**config.mk**
```make
export PLATFORM = sky130hd
export DESIGN_NAME = sla_link_tx
export DESIGN_NICKNAME = d
export VERILOG_FILES = /design/src/hw/sla_pkg.sv /design/src/hw/sla_link_tx.sv
export VERILOG_INCLUDE_DIRS = /design/src /design/src/hw
export SDC_FILE = /design/constraint.sdc
export NUM_CORES = 1
export LEC_CHECK = 0
export ABC_AREA = 1
export ABC_CLOCK_PERIOD_IN_PS = 7500
export BUFFER_PORTS_ARGS = -buffer_cell sky130_fd_sc_hd__clkbuf_2
export CAP_MARGIN = 15
export CORE_MARGIN = 2
export CORE_UTILIZATION = 40
export CTS_CLUSTER_DIAMETER = 60
export DETAILED_ROUTE_END_ITERATION = 8
export GPL_TIMING_DRIVEN = 1
export PLACE_DENSITY_LB_ADDON = 0.12
export SKIP_LAST_GASP = 1
export SLEW_MARGIN = 20
export SYNTH_ARGS = -nofsm -noshare
export SYNTH_HDL_FRONTEND = slang
export SYNTH_SLANG_ARGS = --single-unit
```
**constraint.sdc**
```tcl
create_clock -name MCLK -period 7.5 [get_ports MCLK]
set_clock_uncertainty 0.2 [all_clocks]
set_input_delay 0.375 -clock MCLK [delete_from_list [all_inputs] [get_ports MCLK]]
set_output_delay 0.375 -clock MCLK [all_outputs]
set_load 0.02 [all_outputs]
```
**src/hw/sla_defines.svh**
```systemverilog
`ifndef SLA_DEFINES_SVH
`define SLA_DEFINES_SVH
`define SLA_A_TAIL 8'h14
`define SLA_A_LANE 8'h5f
`define SLA_A_DID 8'h64
`define SLA_A_BID 8'h65
`define SLA_A_LID 8'h67
`define SLA_A_SCR 8'h6e
`define SLA_A_OPF 8'h6f
`define SLA_A_FPM 8'h70
`define SLA_A_CNV 8'h71
`define SLA_A_CSR 8'h72
`define SLA_A_BPS 8'h73
`define SLA_A_SPF 8'h74
`define SLA_A_DCW 8'h75
`define SLA_A_CHK 8'h79
`define SLA_R_BYTE 8'h00
`define SLA_R_FPM 8'h1f
`define SLA_R_SCR 1'b1
`define SLA_B_LANE_RST 0
`define SLA_B_PRN 6
`define SLA_B_SCR 7
`define SLA_F_ILAS 3:2
`define SLA_F_CS 7:6
`define SLA_F_FILL 7:5
`define SLA_K_R 8'h1c
`define SLA_K_A 8'h7c
`define SLA_K_Q 8'h9c
`define SLA_K_K 8'hbc
`define SLA_K_F 8'hfc
`define SLA_QC_DEFAULT 8'h11
`define SLA_QC_DUAL 8'h21
`define SLA_N_M1 5'h0a
`define SLA_NP_M1 5'h0f
`define SLA_CF 5'h00
`define SLA_SUBCLASS 3'h1
`define SLA_VERSION 3'h1
`define SLA_MF_LAST 2'h3
`define SLA_IDX_Q 8'h01
`define SLA_IDX_CFG0 8'h02
`define SLA_IDX_CFGN 8'h0f
`define SLA_PRN_SEED 15'h7fff
`endif

```
**src/hw/sla_pkg.sv**
```systemverilog
package sla_pkg;
    typedef enum logic [1:0] {
        ST_OFF = 2'b00,
        ST_CGS = 2'b01,
        ST_ILAS = 2'b10,
        ST_DATA = 2'b11
    } sla_state_t;
    typedef enum logic [1:0] {
        ILAS_ONCE = 2'b00,
        ILAS_SKIP = 2'b01,
        ILAS_REPEAT = 2'b10,
        ILAS_ONCE_ALT = 2'b11
    } sla_ilas_t;
endpackage : sla_pkg

```
**src/hw/sla_link_tx.sv**
```systemverilog
// Contract
// - After sync request releases high, send exactly four alignment multiframes.
// - Pad every alignment multiframe with dummy octets to its full length.
// - First alignment multiframe starts with K28.0, ends with K28.3.
// - Second multiframe: K28.0, K28.4, fourteen config octets, ends K28.3.
// - Third and fourth multiframes repeat the first one exactly.
// - Scrambling off: replace frame-end octet equal to previous frame-end octet.
// - Scrambling on: replace multiframe end 0x7C, other frame end 0xFC.
// - Config octets 0..13 carry ids, link parameters, two spares, checksum.
// - Lane control bit 0 set disables the link and holds it in reset.
// - Sixteen-bit slot: eleven converter bits plus spare bits, tail zeros default.
// - Tail bits zero by default; lane control bit 6 makes them pseudo-random.
// - Control bit count selects control bits over tail; tail config field.
// - Lane, device and bank ids programmable and sent in config octets.
// - Frames per multiframe equals register value plus one, default 32.
// - Scramble enable defaults on; applied only in data transmission phase.
// - Lane control bits 3:2 select alignment once, skipped, or repeated.
// - Report fixed resolution, bits per sample and control words per frame.
// - Derive lanes, octets, density, converters, samples from quick configuration; code derives only octets and converters, the rest are fixed.
// - Checksum is modulo 256 sum of unpacked parameter fields.
// - Checksum sent in second multiframe and readable at 0x79.
// - Send continuous K28.5 while sync request is asserted.
// - Replacement is K28.3 at multiframe end, K28.7 at other frames.
// - Clearing lane control bit 0 releases the lane to synchronise.
`timescale 1ns/1ps
`include "sla_defines.svh"

module sla_fifo #(
    parameter int WIDTH = 16,
    parameter int DEPTH = 32
) (
    input wire logic clk,
    input wire logic rst_n,
    input wire logic flush,
    input wire logic in_valid,
    input wire logic [WIDTH-1:0] in_data,
    output logic in_ready,
    output logic out_valid,
    output logic [WIDTH-1:0] out_data,
    input wire logic out_ready
);
    // Pointers wrap freely, so DEPTH must be a power of two
    localparam int AW = $clog2(DEPTH);
    localparam int CW = AW + 1;
    logic [WIDTH-1:0] mem_ff [DEPTH];
    logic [AW-1:0] wr_ff, nxt_wr, rd_ff, nxt_rd;
    logic [CW-1:0] cnt_ff, nxt_cnt;
    logic rdy_ff, nxt_rdy;
    logic push, pop;

    always_comb begin
        push = in_valid && rdy_ff;
        pop = out_ready && (cnt_ff != '0);
        nxt_wr = wr_ff + AW'(push);
        nxt_rd = rd_ff + AW'(pop);
        nxt_cnt = cnt_ff + CW'(push) - CW'(pop);
        if (flush) begin
            nxt_wr = '0;
            nxt_rd = '0;
            nxt_cnt = '0;
        end
        // Registered ready: full is known one edge ahead
        nxt_rdy = !flush && (nxt_cnt != CW'(DEPTH));
    end

    always_ff @(posedge clk or negedge rst_n) begin
        if (!rst_n) begin
            wr_ff <= '0;
            rd_ff <= '0;
            cnt_ff <= '0;
            rdy_ff <= 1'b0;
        end else begin
            wr_ff <= nxt_wr;
            rd_ff <= nxt_rd;
            cnt_ff <= nxt_cnt;
            rdy_ff <= nxt_rdy;
        end
    end

    always_ff @(posedge clk) begin
        if (push) begin
            mem_ff[wr_ff] <= in_data;
        end
    end

    assign in_ready = rdy_ff;
    assign out_valid = (cnt_ff != '0);
    assign out_data = mem_ff[rd_ff];
endmodule : sla_fifo

module sla_link_tx import sla_pkg::*; #(
    parameter logic [7:0] QUICK_CFG = `SLA_QC_DEFAULT,
    parameter int FIFO_DEPTH = 32
) (
    input wire logic MCLK,
    input wire logic NRST,
    input wire logic REG_WR,
    input wire logic [7:0] REG_ADDR,
    input wire logic [7:0] REG_WDATA,
    output logic [7:0] REG_RDATA,
    input wire logic SYNC_N,
    input wire logic [10:0] SMP_DATA,
    input wire logic SMP_OVR,
    input wire logic SMP_VALID,
    output logic SMP_READY,
    output logic [7:0] LANE_OCTET,
    output logic LANE_CTRL,
    output logic LANE_SCRAMBLE,
    output logic LANE_ACTIVE
);
    // Derived link shape, fixed by the quick configuration
    localparam bit DUAL = (QUICK_CFG == `SLA_QC_DUAL);
    localparam logic [7:0] F_M1 = DUAL ? 8'h03 : 8'h01;
    localparam logic [7:0] M_M1 = DUAL ? 8'h01 : 8'h00;
    localparam logic [4:0] L_M1 = 5'h00;
    localparam logic [4:0] S_M1 = 5'h00;
    localparam logic HD = 1'b0;

    logic [7:0] tail_ff, nxt_tail, lane_ff, nxt_lane, did_ff, nxt_did, fpm_ff, nxt_fpm;
    logic [3:0] bid_ff, nxt_bid;
    logic [4:0] lid_ff, nxt_lid;
    logic [1:0] cs_ff, nxt_cs;
    logic scr_ff, nxt_scr;
    logic [7:0] rdata_ff, nxt_rdata;
    logic [7:0] chk;

    sla_state_t st_ff, nxt_st;
    sla_ilas_t mode;
    logic [1:0] oct_ff, nxt_oct, mf_ff, nxt_mf;
    logic [4:0] frm_ff, nxt_frm;
    logic [7:0] prev_ff, nxt_prev, hold_ff, nxt_hold;
    logic prev_ok_ff, nxt_prev_ok;
    logic [14:0] lfsr_ff, nxt_lfsr;
    logic [7:0] oct_out_ff, nxt_oct_out;
    logic ctrl_ff, nxt_ctrl, scro_ff, nxt_scro, act_ff, nxt_act;

    logic lane_rst, prn, at_fe, at_me, pop;
    logic [7:0] idx, cfg_oct, byte_d;
    logic [15:0] smp_word, word;
    logic fifo_valid;
    logic [15:0] fifo_data;

    function automatic logic [7:0] x5(input logic [4:0] v);
        x5 = {3'h0, v};
    endfunction : x5

    // Checksum over unpacked field values
    assign chk = did_ff + {4'h0, bid_ff} + x5(lid_ff) + {7'h0, scr_ff} + x5(L_M1)
        + F_M1 + x5(fpm_ff[4:0]) + M_M1 + {6'h0, cs_ff} + x5(`SLA_N_M1)
        + x5({2'h0, `SLA_SUBCLASS}) + x5(`SLA_NP_M1) + x5({2'h0, `SLA_VERSION})
        + x5(S_M1) + {7'h0, HD} + x5(`SLA_CF);

    always_comb begin
        nxt_tail = tail_ff;
        nxt_lane = lane_ff;
        nxt_did = did_ff;
        nxt_bid = bid_ff;
        nxt_lid = lid_ff;
        nxt_scr = scr_ff;
        nxt_fpm = fpm_ff;
        nxt_cs = cs_ff;
        if (REG_WR) begin
            case (REG_ADDR)
                `SLA_A_TAIL: nxt_tail = REG_WDATA;
                `SLA_A_LANE: nxt_lane = REG_WDATA;
                `SLA_A_DID: nxt_did = REG_WDATA;
                `SLA_A_BID: nxt_bid = REG_WDATA[3:0];
                `SLA_A_LID: nxt_lid = REG_WDATA[4:0];
                `SLA_A_SCR: nxt_scr = REG_WDATA[`SLA_B_SCR];
                `SLA_A_FPM: nxt_fpm = REG_WDATA;
                `SLA_A_CSR: nxt_cs = REG_WDATA[`SLA_F_CS];
                default: nxt_tail = tail_ff;
            endcase
        end
        case (REG_ADDR)
            `SLA_A_TAIL: nxt_rdata = tail_ff;
            `SLA_A_LANE: nxt_rdata = lane_ff;
            `SLA_A_DID: nxt_rdata = did_ff;
            `SLA_A_BID: nxt_rdata = {4'h0, bid_ff};
            `SLA_A_LID: nxt_rdata = x5(lid_ff);
            `SLA_A_SCR: nxt_rdata = {scr_ff, 2'h0, L_M1};
            `SLA_A_OPF: nxt_rdata = F_M1;
            `SLA_A_FPM: nxt_rdata = fpm_ff;
            `SLA_A_CNV: nxt_rdata = M_M1;
            `SLA_A_CSR: nxt_rdata = {cs_ff, 2'h0, 4'(`SLA_N_M1)};
            `SLA_A_BPS: nxt_rdata = {4'h0, 4'(`SLA_NP_M1)};
            `SLA_A_SPF: nxt_rdata = x5(S_M1);
            `SLA_A_DCW: nxt_rdata = {HD, 2'h0, `SLA_CF};
            `SLA_A_CHK: nxt_rdata = chk;
            default: nxt_rdata = 8'h00;
        endcase
    end

    always_ff @(posedge MCLK or negedge NRST) begin
        if (!NRST) begin
            tail_ff <= `SLA_R_BYTE;
            lane_ff <= `SLA_R_BYTE;
            did_ff <= `SLA_R_BYTE;
            bid_ff <= 4'h0;
            lid_ff <= 5'h00;
            scr_ff <= `SLA_R_SCR;
            fpm_ff <= `SLA_R_FPM;
            cs_ff <= 2'h0;
            rdata_ff <= `SLA_R_BYTE;
        end else begin
            tail_ff <= nxt_tail;
            lane_ff <= nxt_lane;
            did_ff <= nxt_did;
            bid_ff <= nxt_bid;
            lid_ff <= nxt_lid;
            scr_ff <= nxt_scr;
            fpm_ff <= nxt_fpm;
            cs_ff <= nxt_cs;
            rdata_ff <= nxt_rdata;
        end
    end

    // Sample slot: converter bits, three filler bits, two tail/control bits
    always_comb begin
        prn = lane_ff[`SLA_B_PRN];
        smp_word = {SMP_DATA, prn ? lfsr_ff[2:0] : tail_ff[`SLA_F_FILL], 2'b00};
        case (cs_ff)
            2'h0: smp_word[1:0] = prn ? lfsr_ff[4:3] : 2'b00;
            2'h1: smp_word[1:0] = {SMP_OVR, prn ? lfsr_ff[3] : 1'b0};
            default: smp_word[1:0] = {SMP_OVR, SMP_VALID};
        endcase
    end

    sla_fifo #(
        .WIDTH(16),
        .DEPTH(FIFO_DEPTH)
    ) u_fifo (
        .clk(MCLK),
        .rst_n(NRST),
        .flush(lane_rst),
        .in_valid(SMP_VALID),
        .in_data(smp_word),
        .in_ready(SMP_READY),
        .out_valid(fifo_valid),
        .out_data(fifo_data),
        .out_ready(pop)
    );

    always_comb begin
        case (idx - `SLA_IDX_CFG0)
            8'd0: cfg_oct = did_ff;
            8'd1: cfg_oct = {4'h0, bid_ff};
            8'd2: cfg_oct = x5(lid_ff);
            8'd3: cfg_oct = {scr_ff, 2'h0, L_M1};
            8'd4: cfg_oct = F_M1;
            8'd5: cfg_oct = x5(fpm_ff[4:0]);
            8'd6: cfg_oct = M_M1;
            8'd7: cfg_oct = {cs_ff, 1'b0, `SLA_N_M1};
            8'd8: cfg_oct = {`SLA_SUBCLASS, `SLA_NP_M1};
            8'd9: cfg_oct = {`SLA_VERSION, S_M1};
            8'd10: cfg_oct = {HD, 2'h0, `SLA_CF};
            8'd13: cfg_oct = chk;
            default: cfg_oct = 8'h00;
        endcase
    end

    always_comb begin
        lane_rst = lane_ff[`SLA_B_LANE_RST];
        mode = sla_ilas_t'(lane_ff[`SLA_F_ILAS]);
        at_fe = (oct_ff == F_M1[1:0]);
        at_me = at_fe && (frm_ff == fpm_ff[4:0]);
        idx = DUAL ? {1'b0, frm_ff, oct_ff} : {2'h0, frm_ff, oct_ff[0]};
        pop = (st_ff == ST_DATA) && !oct_ff[0] && !lane_rst && SYNC_N;
        // An underrun sends a zero sample rather than stalling the lane
        word = fifo_valid ? fifo_data : 16'h0000;
        byte_d = oct_ff[0] ? hold_ff : word[15:8];
        nxt_st = st_ff;
        nxt_oct = oct_ff;
        nxt_frm = frm_ff;
        nxt_mf = mf_ff;
        nxt_prev = prev_ff;
        nxt_prev_ok = prev_ok_ff;
        nxt_hold = pop ? word[7:0] : hold_ff;
        nxt_lfsr = {lfsr_ff[13:0], lfsr_ff[14] ^ lfsr_ff[13]};
        nxt_oct_out = 8'h00;
        nxt_ctrl = 1'b0;
        nxt_scro = 1'b0;
        nxt_act = 1'b1;
        if (st_ff == ST_ILAS || st_ff == ST_DATA) begin
            nxt_oct = at_fe ? 2'h0 : oct_ff + 2'h1;
            if (at_fe) begin
                nxt_frm = at_me ? 5'h00 : frm_ff + 5'h01;
            end
        end
        case (st_ff)
            ST_OFF: begin
                nxt_act = 1'b0;
                nxt_st = ST_CGS;
            end
            ST_CGS: begin
                nxt_oct_out = `SLA_K_K;
                nxt_ctrl = 1'b1;
                nxt_mf = 2'h0;
                nxt_prev_ok = 1'b0;
                if (SYNC_N) begin
                    nxt_st = (mode == ILAS_SKIP) ? ST_DATA : ST_ILAS;
                end
            end
            ST_ILAS: begin
                nxt_ctrl = 1'b1;
                if (idx == 8'h00) begin
                    nxt_oct_out = `SLA_K_R;
                end else if (at_me) begin
                    nxt_oct_out = `SLA_K_A;
                end else if (mf_ff == 2'h1 && idx == `SLA_IDX_Q) begin
                    nxt_oct_out = `SLA_K_Q;
                end else if (mf_ff == 2'h1 && idx <= `SLA_IDX_CFGN) begin
                    nxt_oct_out = cfg_oct;
                    nxt_ctrl = 1'b0;
                end else begin
                    // Dummy octets fill out the multiframe
                    nxt_oct_out = idx;
                    nxt_ctrl = 1'b0;
                end
                if (at_me) begin
                    nxt_mf = mf_ff + 2'h1;
                    if (mf_ff == `SLA_MF_LAST && mode != ILAS_REPEAT) begin
                        nxt_st = ST_DATA;
                    end
                end
            end
            ST_DATA: begin
                nxt_oct_out = byte_d;
                nxt_scro = scr_ff;
                if (at_fe) begin
                    nxt_prev = byte_d;
                    nxt_prev_ok = 1'b1;
                    if (scr_ff) begin
                        if (at_me && byte_d == `SLA_K_A) begin
                            nxt_ctrl = 1'b1;
                        end else if (!at_me && byte_d == `SLA_K_F) begin
                            nxt_ctrl = 1'b1;
                        end
                    end else if (prev_ok_ff && byte_d == prev_ff) begin
                        nxt_ctrl = 1'b1;
                        nxt_oct_out = at_me ? `SLA_K_A : `SLA_K_F;
                    end
                end
            end
            default: nxt_st = ST_OFF;
        endcase
        // Sync request mid-link forces a fresh synchronisation
        if (st_ff != ST_OFF && !SYNC_N) begin
            nxt_st = ST_CGS;
            nxt_oct = 2'h0;
            nxt_frm = 5'h00;
        end
        if (lane_rst) begin
            nxt_st = ST_OFF;
            nxt_oct = 2'h0;
            nxt_frm = 5'h00;
        end
    end

    always_ff @(posedge MCLK or negedge NRST) begin
        if (!NRST) begin
            st_ff <= ST_OFF;
            oct_ff <= 2'h0;
            frm_ff <= 5'h00;
            mf_ff <= 2'h0;
            prev_ff <= 8'h00;
            prev_ok_ff <= 1'b0;
            hold_ff <= 8'h00;
            lfsr_ff <= `SLA_PRN_SEED;
            oct_out_ff <= 8'h00;
            ctrl_ff <= 1'b0;
            scro_ff <= 1'b0;
            act_ff <= 1'b0;
        end else begin
            st_ff <= nxt_st;
            oct_ff <= nxt_oct;
            frm_ff <= nxt_frm;
            mf_ff <= nxt_mf;
            prev_ff <= nxt_prev;
            prev_ok_ff <= nxt_prev_ok;
            hold_ff <= nxt_hold;
            lfsr_ff <= nxt_lfsr;
            oct_out_ff <= nxt_oct_out;
            ctrl_ff <= nxt_ctrl;
            scro_ff <= nxt_scro;
            act_ff <= nxt_act;
        end
    end

    assign REG_RDATA = rdata_ff;
    assign LANE_OCTET = oct_out_ff;
    assign LANE_CTRL = ctrl_ff;
    assign LANE_SCRAMBLE = scro_ff;
    assign LANE_ACTIVE = act_ff;

    ilas_start_a: assert property (@(posedge MCLK) disable iff (!NRST)
        st_ff == ST_CGS && SYNC_N && !lane_rst && mode == ILAS_ONCE |=> st_ff == ST_ILAS)
        else $error("Alignment did not start after sync release");
    cgs_char_a: assert property (@(posedge MCLK) disable iff (!NRST)
        st_ff == ST_CGS |=> LANE_OCTET == `SLA_K_K && LANE_CTRL)
        else $error("Sync character missing");
    mf_open_a: assert property (@(posedge MCLK) disable iff (!NRST)
        st_ff == ST_ILAS && idx == 8'h00 && SYNC_N && !lane_rst
        |=> LANE_OCTET == `SLA_K_R && LANE_CTRL)
        else $error("Multiframe start character wrong");
    mf_close_a: assert property (@(posedge MCLK) disable iff (!NRST)
        st_ff == ST_ILAS && at_me && SYNC_N && !lane_rst
        |=> LANE_OCTET == `SLA_K_A && LANE_CTRL)
        else $error("Multiframe end character wrong");
    cfg_marker_a: assert property (@(posedge MCLK) disable iff (!NRST)
        st_ff == ST_ILAS && mf_ff == 2'h1 && idx == `SLA_IDX_Q && SYNC_N && !lane_rst
        |=> LANE_OCTET == `SLA_K_Q ##1 !LANE_CTRL && LANE_OCTET == did_ff)
        else $error("Configuration marker or first octet wrong");
    chk_octet_a: assert property (@(posedge MCLK) disable iff (!NRST)
        st_ff == ST_ILAS && mf_ff == 2'h1 && idx == `SLA_IDX_CFGN && SYNC_N && !lane_rst
        |=> LANE_OCTET == $past(chk) && !LANE_CTRL)
        else $error("Checksum octet wrong");
    lane_off_a: assert property (@(posedge MCLK) disable iff (!NRST)
        REG_WR && REG_ADDR == `SLA_A_LANE && REG_WDATA[`SLA_B_LANE_RST]
        |=> ##1 st_ff == ST_OFF ##1 !LANE_ACTIVE)
        else $error("Lane did not enter reset");
    data_follow_a: assert property (@(posedge MCLK) disable iff (!NRST)
        st_ff == ST_ILAS && at_me && mf_ff == `SLA_MF_LAST && mode == ILAS_ONCE
        && SYNC_N && !lane_rst |=> st_ff == ST_DATA && oct_ff == 2'h0 && frm_ff == 5'h00)
        else $error("Data did not follow alignment");
    scr_phase_a: assert property (@(posedge MCLK) disable iff (!NRST)
        LANE_SCRAMBLE |-> $past(st_ff) == ST_DATA)
        else $error("Scrambling outside data phase");
    frame_wrap_a: assert property (@(posedge MCLK) disable iff (!NRST)
        st_ff == ST_DATA && at_me && SYNC_N && !lane_rst |=> frm_ff == 5'h00)
        else $error("Multiframe length wrong");
endmodule : sla_link_tx

```
* Yosys cells after proc, flatten, opt, wreduce, memory -nomap -nowiden
Memories as Yosys holds them, arrays and structs flattened.
Index checks and enable logic that the tools add are counted.
Widths: inputs -> output; s select.
** Cells by class
- Bitwise gates (word level) :: 1
- Multiplexer cells :: 53
- Reduce and logical (&&, ||, !) cells :: 43
- Magnitude comparators :: 1
- Add/subtract/negate cells :: 18
- Eq/ne operators :: 40
** Operators with widths (count)
- $eq 8x7->1 const B :: 11
- $pmux 8 s11 :: 1
- $pmux 8 s10 :: 1
- $mux 8 :: 9
- $mux 5 :: 7
- $add 8x1->8 const B :: 3
- $eq 8x3->1 const B :: 3
- $eq 8x4->1 const B :: 3
- $pmux 8 s3 :: 1
- $reduce_and 2->1 :: 12
- $mux 2 :: 11
- $add 8x4->8 const B :: 2
- $add 8x5->8 :: 2
- $eq 8x2->1 const B :: 2
- $mux 16 :: 1
- $mux 1 :: 15
- $logic_and 1x1->1 :: 14
- $add 5x1->5 :: 2
- $eq 2x1->1 const B :: 5
- $add 8x1->8 :: 1
- $add 8x2->8 :: 1
- $add 8x4->8 :: 1
- $eq 8x1->1 const B :: 1
- $eq 8x5->1 const B :: 1
- 33 further kinds :: 46
** Word-level totals
- Logic and storage cells :: 182
- Output and inout bits :: 20
- Memories kept :: 1
- Input port bits :: 33
- RAM bits :: 512
- Bits in registers :: 123
** Memory list
- u_fifo.mem_ff :: depth 32, bits a word 16, read ports 1, clocked after Yosys merged registers in 0, write ports 1, RTL line sla_link_tx.sv:45 : logic [WIDTH-1:0] mem_ff [DEPTH];

* Logic depth before layout (Yosys ltp)
- Depth after elaboration :: 16
- Depth in mapped cells :: 24
- Mapped depth without buffers :: 22

* Modules after synthesis
Synthesis repeated with hierarchy kept, for this count alone.
** Second synthesis, totals
- Cell total of the unflattened synthesis :: 2612
- Area, all modules :: 27809.2 sq um
** Modules (own cells, without submodules)
- sla_fifo :: area an instance 21465.6 sq um, cells an instance 1791, sequential area each 15800.2 sq um, instances 1
- sla_link_tx :: area an instance 6343.6 sq um, cells an instance 821, sequential area each 2678.8 sq um, instances 1

* Least setup slack after synthesis
Ideal clock, no wire load.
- Path type :: register -> register
- From :: register fpm_ff[1]
- To :: register oct_out_ff[7] (netlist: LANE_OCTET[7])
- Stages on the path, launching flop included :: 18
- Data required time :: 7.233 ns
- Path buffers :: 0
- Period minus slack after synthesis :: 3.826 ns
- Library setup time :: 0.067 ns
- Arrival time :: 3.559 ns
- Setup slack :: 3.674 ns
- Path through :: dfstp_2 fa_1 fa_1 fa_1 ha_1 fa_1 nand3_1 nand2_1 a21oi_1 nor2_1 nor2_1 xor2_1 a21oi_1 o21ai_0 nand3_1 nand2_1 nand2_1 nand2_1
** On the way
- Word-level cells in the longest chain between the ends :: 12
- Elaborated cells on any way between the ends :: 18
- Classes of those cells :: 6 x add/sub; 1 x eq/ne; 10 x mux; 1 x reduce/logical
** Ends and longest elaborated chain
- start: declaration :: RTL line sla_link_tx.sv:119 : logic [7:0] tail_ff, nxt_tail, lane_ff, nxt_lane, did_ff, nxt_did, fpm_ff, nxt_fpm;
- start signal: assignment :: RTL line sla_link_tx.sv:202 : fpm_ff <= `SLA_R_FPM;
- start signal: assignment :: RTL line sla_link_tx.sv:212 : fpm_ff <= nxt_fpm;
- $add 8x5->8 :: RTL line sla_link_tx.sv:149 : + F_M1 + x5(fpm_ff[4:0]) + M_M1 + {6'h0, cs_ff} + x5(`SLA_N_M1)
- $add 8x2->8 :: RTL line sla_link_tx.sv:149
- $add 8x4->8 :: RTL line sla_link_tx.sv:148 : assign chk = did_ff + {4'h0, bid_ff} + x5(lid_ff) + {7'h0, scr_ff} + x5(L_M1)
- $add 8x1->8 :: RTL line sla_link_tx.sv:148
- $add 8x4->8 :: RTL line sla_link_tx.sv:148
- $add 8x1->8 :: RTL line sla_link_tx.sv:148
- $pmux 8 s10 :: RTL line sla_link_tx.sv:245 : case (idx - `SLA_IDX_CFG0)
- $mux 8 :: RTL line sla_link_tx.sv:312 : end else if (mf_ff == 2'h1 && idx <= `SLA_IDX_CFGN) begin
- $mux 8 :: RTL line sla_link_tx.sv:310 : end else if (mf_ff == 2'h1 && idx == `SLA_IDX_Q) begin
- $mux 8 :: RTL line sla_link_tx.sv:308 : end else if (at_me) begin
- $mux 8 :: RTL line sla_link_tx.sv:306 : if (idx == 8'h00) begin
- $pmux 8 s3 (*) :: RTL line sla_link_tx.sv:290 : case (st_ff)
- via nxt_oct_out[7] :: RTL line sla_link_tx.sv:134 : logic [7:0] oct_out_ff, nxt_oct_out;
- end signal: assignment :: RTL line sla_link_tx.sv:383 : oct_out_ff <= nxt_oct_out;
- end: declaration :: RTL line sla_link_tx.sv:134
The timed path passes the listed nets; every way through them passes the cells marked *.
A chain may end at the register's enable or synchronous reset.

* Final worst setup path
- From :: register u_fifo.rd_ff[0]
- To :: register oct_out_ff[3] (netlist: LANE_OCTET[3])
** On the way
- Word-level cells in the longest chain between the ends :: 9
** Ends and longest elaborated chain
- start: declaration :: RTL line sla_link_tx.sv:46 : logic [AW-1:0] wr_ff, nxt_wr, rd_ff, nxt_rd;
- start signal: assignment :: RTL line sla_link_tx.sv:74 : rd_ff <= nxt_rd;
- $mem_v2 32x16 (*)
- $mux 16 (*) :: RTL line sla_link_tx.sv:270 : word = fifo_valid ? fifo_data : 16'h0000;
- $mux 8 (*) :: RTL line sla_link_tx.sv:271 : byte_d = oct_ff[0] ? hold_ff : word[15:8];
- $eq 8x8->1 :: RTL line sla_link_tx.sv:339 : end else if (prev_ok_ff && byte_d == prev_ff) begin
- $logic_and 1x1->1 :: RTL line sla_link_tx.sv:339
- $mux 8 :: RTL line sla_link_tx.sv:339
- $mux 8 :: RTL line sla_link_tx.sv:333 : if (scr_ff) begin
- $mux 8 (*) :: RTL line sla_link_tx.sv:330 : if (at_fe) begin
- $pmux 8 s3 (*) :: RTL line sla_link_tx.sv:290
- via nxt_oct_out[3] :: RTL line sla_link_tx.sv:134
Marked as above.

==> flow_metrics.py <==
metrics = {
    "outcome": {
        "outcome": "complete, no violations",
    },
    "drt": {
        "drc_errors": 0,
        "first_pass_iters": 5,
        "dr_total_vias": 18800,
        "routed_wirelength_mm": 77.4,
        "wl_per_cell_um": 22.0,
        "routed_via_density": 5.34,
        "ant_nets": 0,
        "drtIter0Drc": 1572,
    },
    "sta": {
        "setup_viol": 0,
        "final.setup.tns_ns": 0,
        "slew_violations": 0,
        "relSlewSlack_pct": 27.8,
        "rsz0062_at_grt": "no",
        "fin_ws_ns": 3.17,
        "min_period_ns": 4.33,
        "finalCritPeriodShare_pct": 57.7,
        "tightest_slew_ns": 1.08,
        "timing.fmax_ghz": 0.231,
        "finalHoldViolations": 0,
    },
    "finish": {
        "drive_gt1_share_pct": 9.93,
        "diodes": 0,
        "nFillCells": 6395,
        "layout.nets": 2660,
        "syn_to_final_growth_pct": 13.3,
    },
    "clock_tree": {
        "cts_buffers": 74,
        "clock_path_buffers": 3,
        "cts_tree": "done",
        "h-tree-depth": 3,
        "cts-root-buf": "clkbuf_16",
        "clkLatencyLatePin_ns": 0.62,
        "clk_pin_slew_ns": 0.06,
        "cts_setup_buffers": 0,
        "clock-sinks": 635,
    },
    "floorplan": {
        "coreArea_mm2": 0.0682,
        "start_util_pct": 40.2,
        "floorplan.die_area_mm2": 0.0707,
        "ioPinCount": 53,
        "die_h_um": 266,
        "fp-row-count": 96,
        "dieWidth_um": 266,
    },
    "pwr": {
        "p_per_area_mw_per_mm2": 352,
        "p_leak_nw": 12.0,
        "vdd_drop_max_mv": 0.213,
    },
    "yosys": {
        "synth_fp_nets": 2587,
        "synth_cell_types": 49,
        "synth_warnings": 0,
        "seq_area_frac_synth_pct": 67.4,
        "syn_inst": 2507,
        "synth.ff_latch_count": 635,
        "syn_area_per_cell_um2": 10.9,
        "netlist_area_mm2": 0.0274,
    },
    "setup_path": {
        "worst_ep_arrival_time_ns": 4.66,
        "end_kind": "flip-flop",
        "critPathLaunchType": "flip-flop",
        "path_max_fanout": 137,
        "setup.worst_path.class": "reg -> reg",
        "cp.required_ns": 7.83,
    },
    "placement": {
        "hpwl_mm": 46.4,
        "dp_slack_ns": 3.24,
        "place_congestion": 0.887,
        "io_buffer_count": 52,
    },
    "global_routing": {
        "grt_overflow": 0,
        "grt_max_degree": 138,
        "grt_pass1_wl_mm": 116,
        "antenna_found_initial": 3,
        "grt_pass1_vias": 18400,
        "grt_usage_pct": 22.1,
    },
    "flow_run": {
        "drv_cap": 0,
    },
    "hold_path": {
        "hp-class": "in -> reg",
    },
}
-- layer usage --
layer	GRT usage [%]	up-vias	wire length (um)
li1	-	8842	-
met1	31.5	9287	35300
met2	34.4	550	35400
met3	3.84	130	4600
met4	6.82	0	2120
met5	0	-	0
-- worst max-delay path: stages (launching register included) --
cell and delay [ns]:
dfrtp_4 0.65, inv_8 0.56, buf_12 0.51, nand2_1 0.11
nand3_1 0.09, nand3_1 0.10, o211ai_1 0.21, nand2_1 0.19
nand2_1 0.10, nand3_1 0.23, nand2_1 0.23, nand2_1 0.07
nand2_1 0.07, nand2_1 0.07, nor2_2 0.15, nand3_4 0.13
nand2_1 0.10, nand2_1 0.06, nand2_1 0.07, nand2_1 0.04
nand2_1 0.06
-- registers in the layout, indices dropped and copies added (netlist names), 2 cells and up --
| name | count |
|---|---|
| REG_RDATA | 8 |
| cs_ff | 2 |
| u_fifo.cnt_ff | 6 |
| prev_ff | 8 |
| LANE_OCTET | 8 |
| lane_ff | 8 |
| hold_ff | 8 |
| lid_ff | 5 |
| bid_ff | 4 |
| lfsr_ff | 15 |
| u_fifo.rd_ff | 5 |
| frm_ff | 5 |
| u_fifo.mem_ff | 512 |
| oct_ff | 2 |
| did_ff | 8 |
| st_ff | 2 |
| u_fifo.wr_ff | 5 |
| tail_ff | 8 |
| mf_ff | 2 |
| fpm_ff | 8 |
-- report_power, final --
part,total (mW),leakage (nW),internal (mW),switching [mW]
Clock,3.41,1.11,1.99,1.42
Combinational,3.20,4.70,0.869,2.33
Sequential,4.33,6.19,4.14,0.196
-- cell type report --
| type | instances | area, um^2 | share of cell area [%] |
|---|---|---|---|
| multi-input cells | 1591 | 7790 | 25.1 |
| repair buffers | 117 | 800 | 2.57 |
| well taps | 882 | 1100 | 3.55 |
| clock buffers | 108 | 2070 | 6.67 |
| clock inverters | 26 | 218 | 0.700 |
| flip-flops and latches | 635 | 18500 | 59.5 |
| inverters | 161 | 612 | 1.97 |
-- cells by family (layout without fill, tap and decap cells) --
kind of cell    Yosys count  after routing  synth area share, %
fa+ha+maj                47             47                 2.47
compound gates          420            420                 9.00
buf+inv                 281            412                 4.39
simple gates           1110           1110                 16.3
flops                   635            635                 67.4
xor+xnor                 14             14                0.447
-- stage by stage --
stage	utilization [%]	instances	hold WS [ns]	total power [mW]	area (um^2)
2_1_floorplan	-	2507	-0.121	6.52	27400
3_3_place_gp	42.0	3373	0.148	7.56	28700
3_5_place_dp	42.0	3373	0.148	7.60	28700
4_1_cts	45.5	3520	0.0156	11.0	31100
5_1_grt	45.6	3520	0.0487	11.6	31100
6_report	45.6	3520	0.0509	10.9	31100
-- placed cells by master (no fill, tap or decap), drive strengths merged, types with 35 or more instances in the layout --
master  instances
inv           165
edfxtp        512
a21oi          89
o21ai         204
buf            53
clkbuf        159
nand2         678
nand3         165
ha             35
nor2          234
dfrtp         102
o22ai          40
-- cells in the mapped netlist, drive strengths merged --
cell,instances,area (um^2)
o221a,10,113
inv,161,604
o211a,1,10.0
xor2,12,105
nand3b,3,22.5
a21oi,89,445
nand2,678,2550
o22ai,40,250
o21ai,204,1020
dfrtp,102,2550
xnor2,2,17.5
o311ai,2,17.5
a41oi,1,8.76
nand3,165,838
nor4,4,25.0
edfxtp,512,15400
ha,35,438
nor2,234,893
a2111oi,9,78.8
o2111ai,7,61.3
dfstp,21,552
o221ai,10,87.6
o211ai,7,52.6
clkbuf,65,244
a22oi,1,7.51
o31ai,12,90.1
nand4,9,56.3
a21o,1,7.51
and2,2,12.5
fa,12,240
a21boi,11,82.6
a221oi,5,43.8
a32o,7,70.1
a211oi,2,15.0
a31oi,1,6.26
nor3,14,70.1
or2,1,6.26
buf,55,355
-- final timing paths --
| check | from | to | slack, ns | cells past startpoint |
|---|---|---|---|---|
| max | u_fifo.rd_ff[0] | LANE_OCTET[3] | 3.17 | 20 |
| min | REG_ADDR[3] | REG_RDATA[7] | 0.05 | 5 |
| max reg2reg | u_fifo.rd_ff[0] | LANE_OCTET[3] | 3.17 | 20 |
| min reg2reg | lfsr_ff[7] | lfsr_ff[8] | 0.15 | 0 |
| max in group asynchronous | NRST | lane_ff[6] | 5.73 | 3 |
| min in group asynchronous | NRST | LANE_OCTET[5] | 0.19 | 2 |
-- timing repair --
item	CTS	global route
endpoints found under the setup margin	0	0
resized for setup	0	0
endpoints found under the hold margin	110	0
hold buffers	13	0
Power figures use the tool's default switching activity.
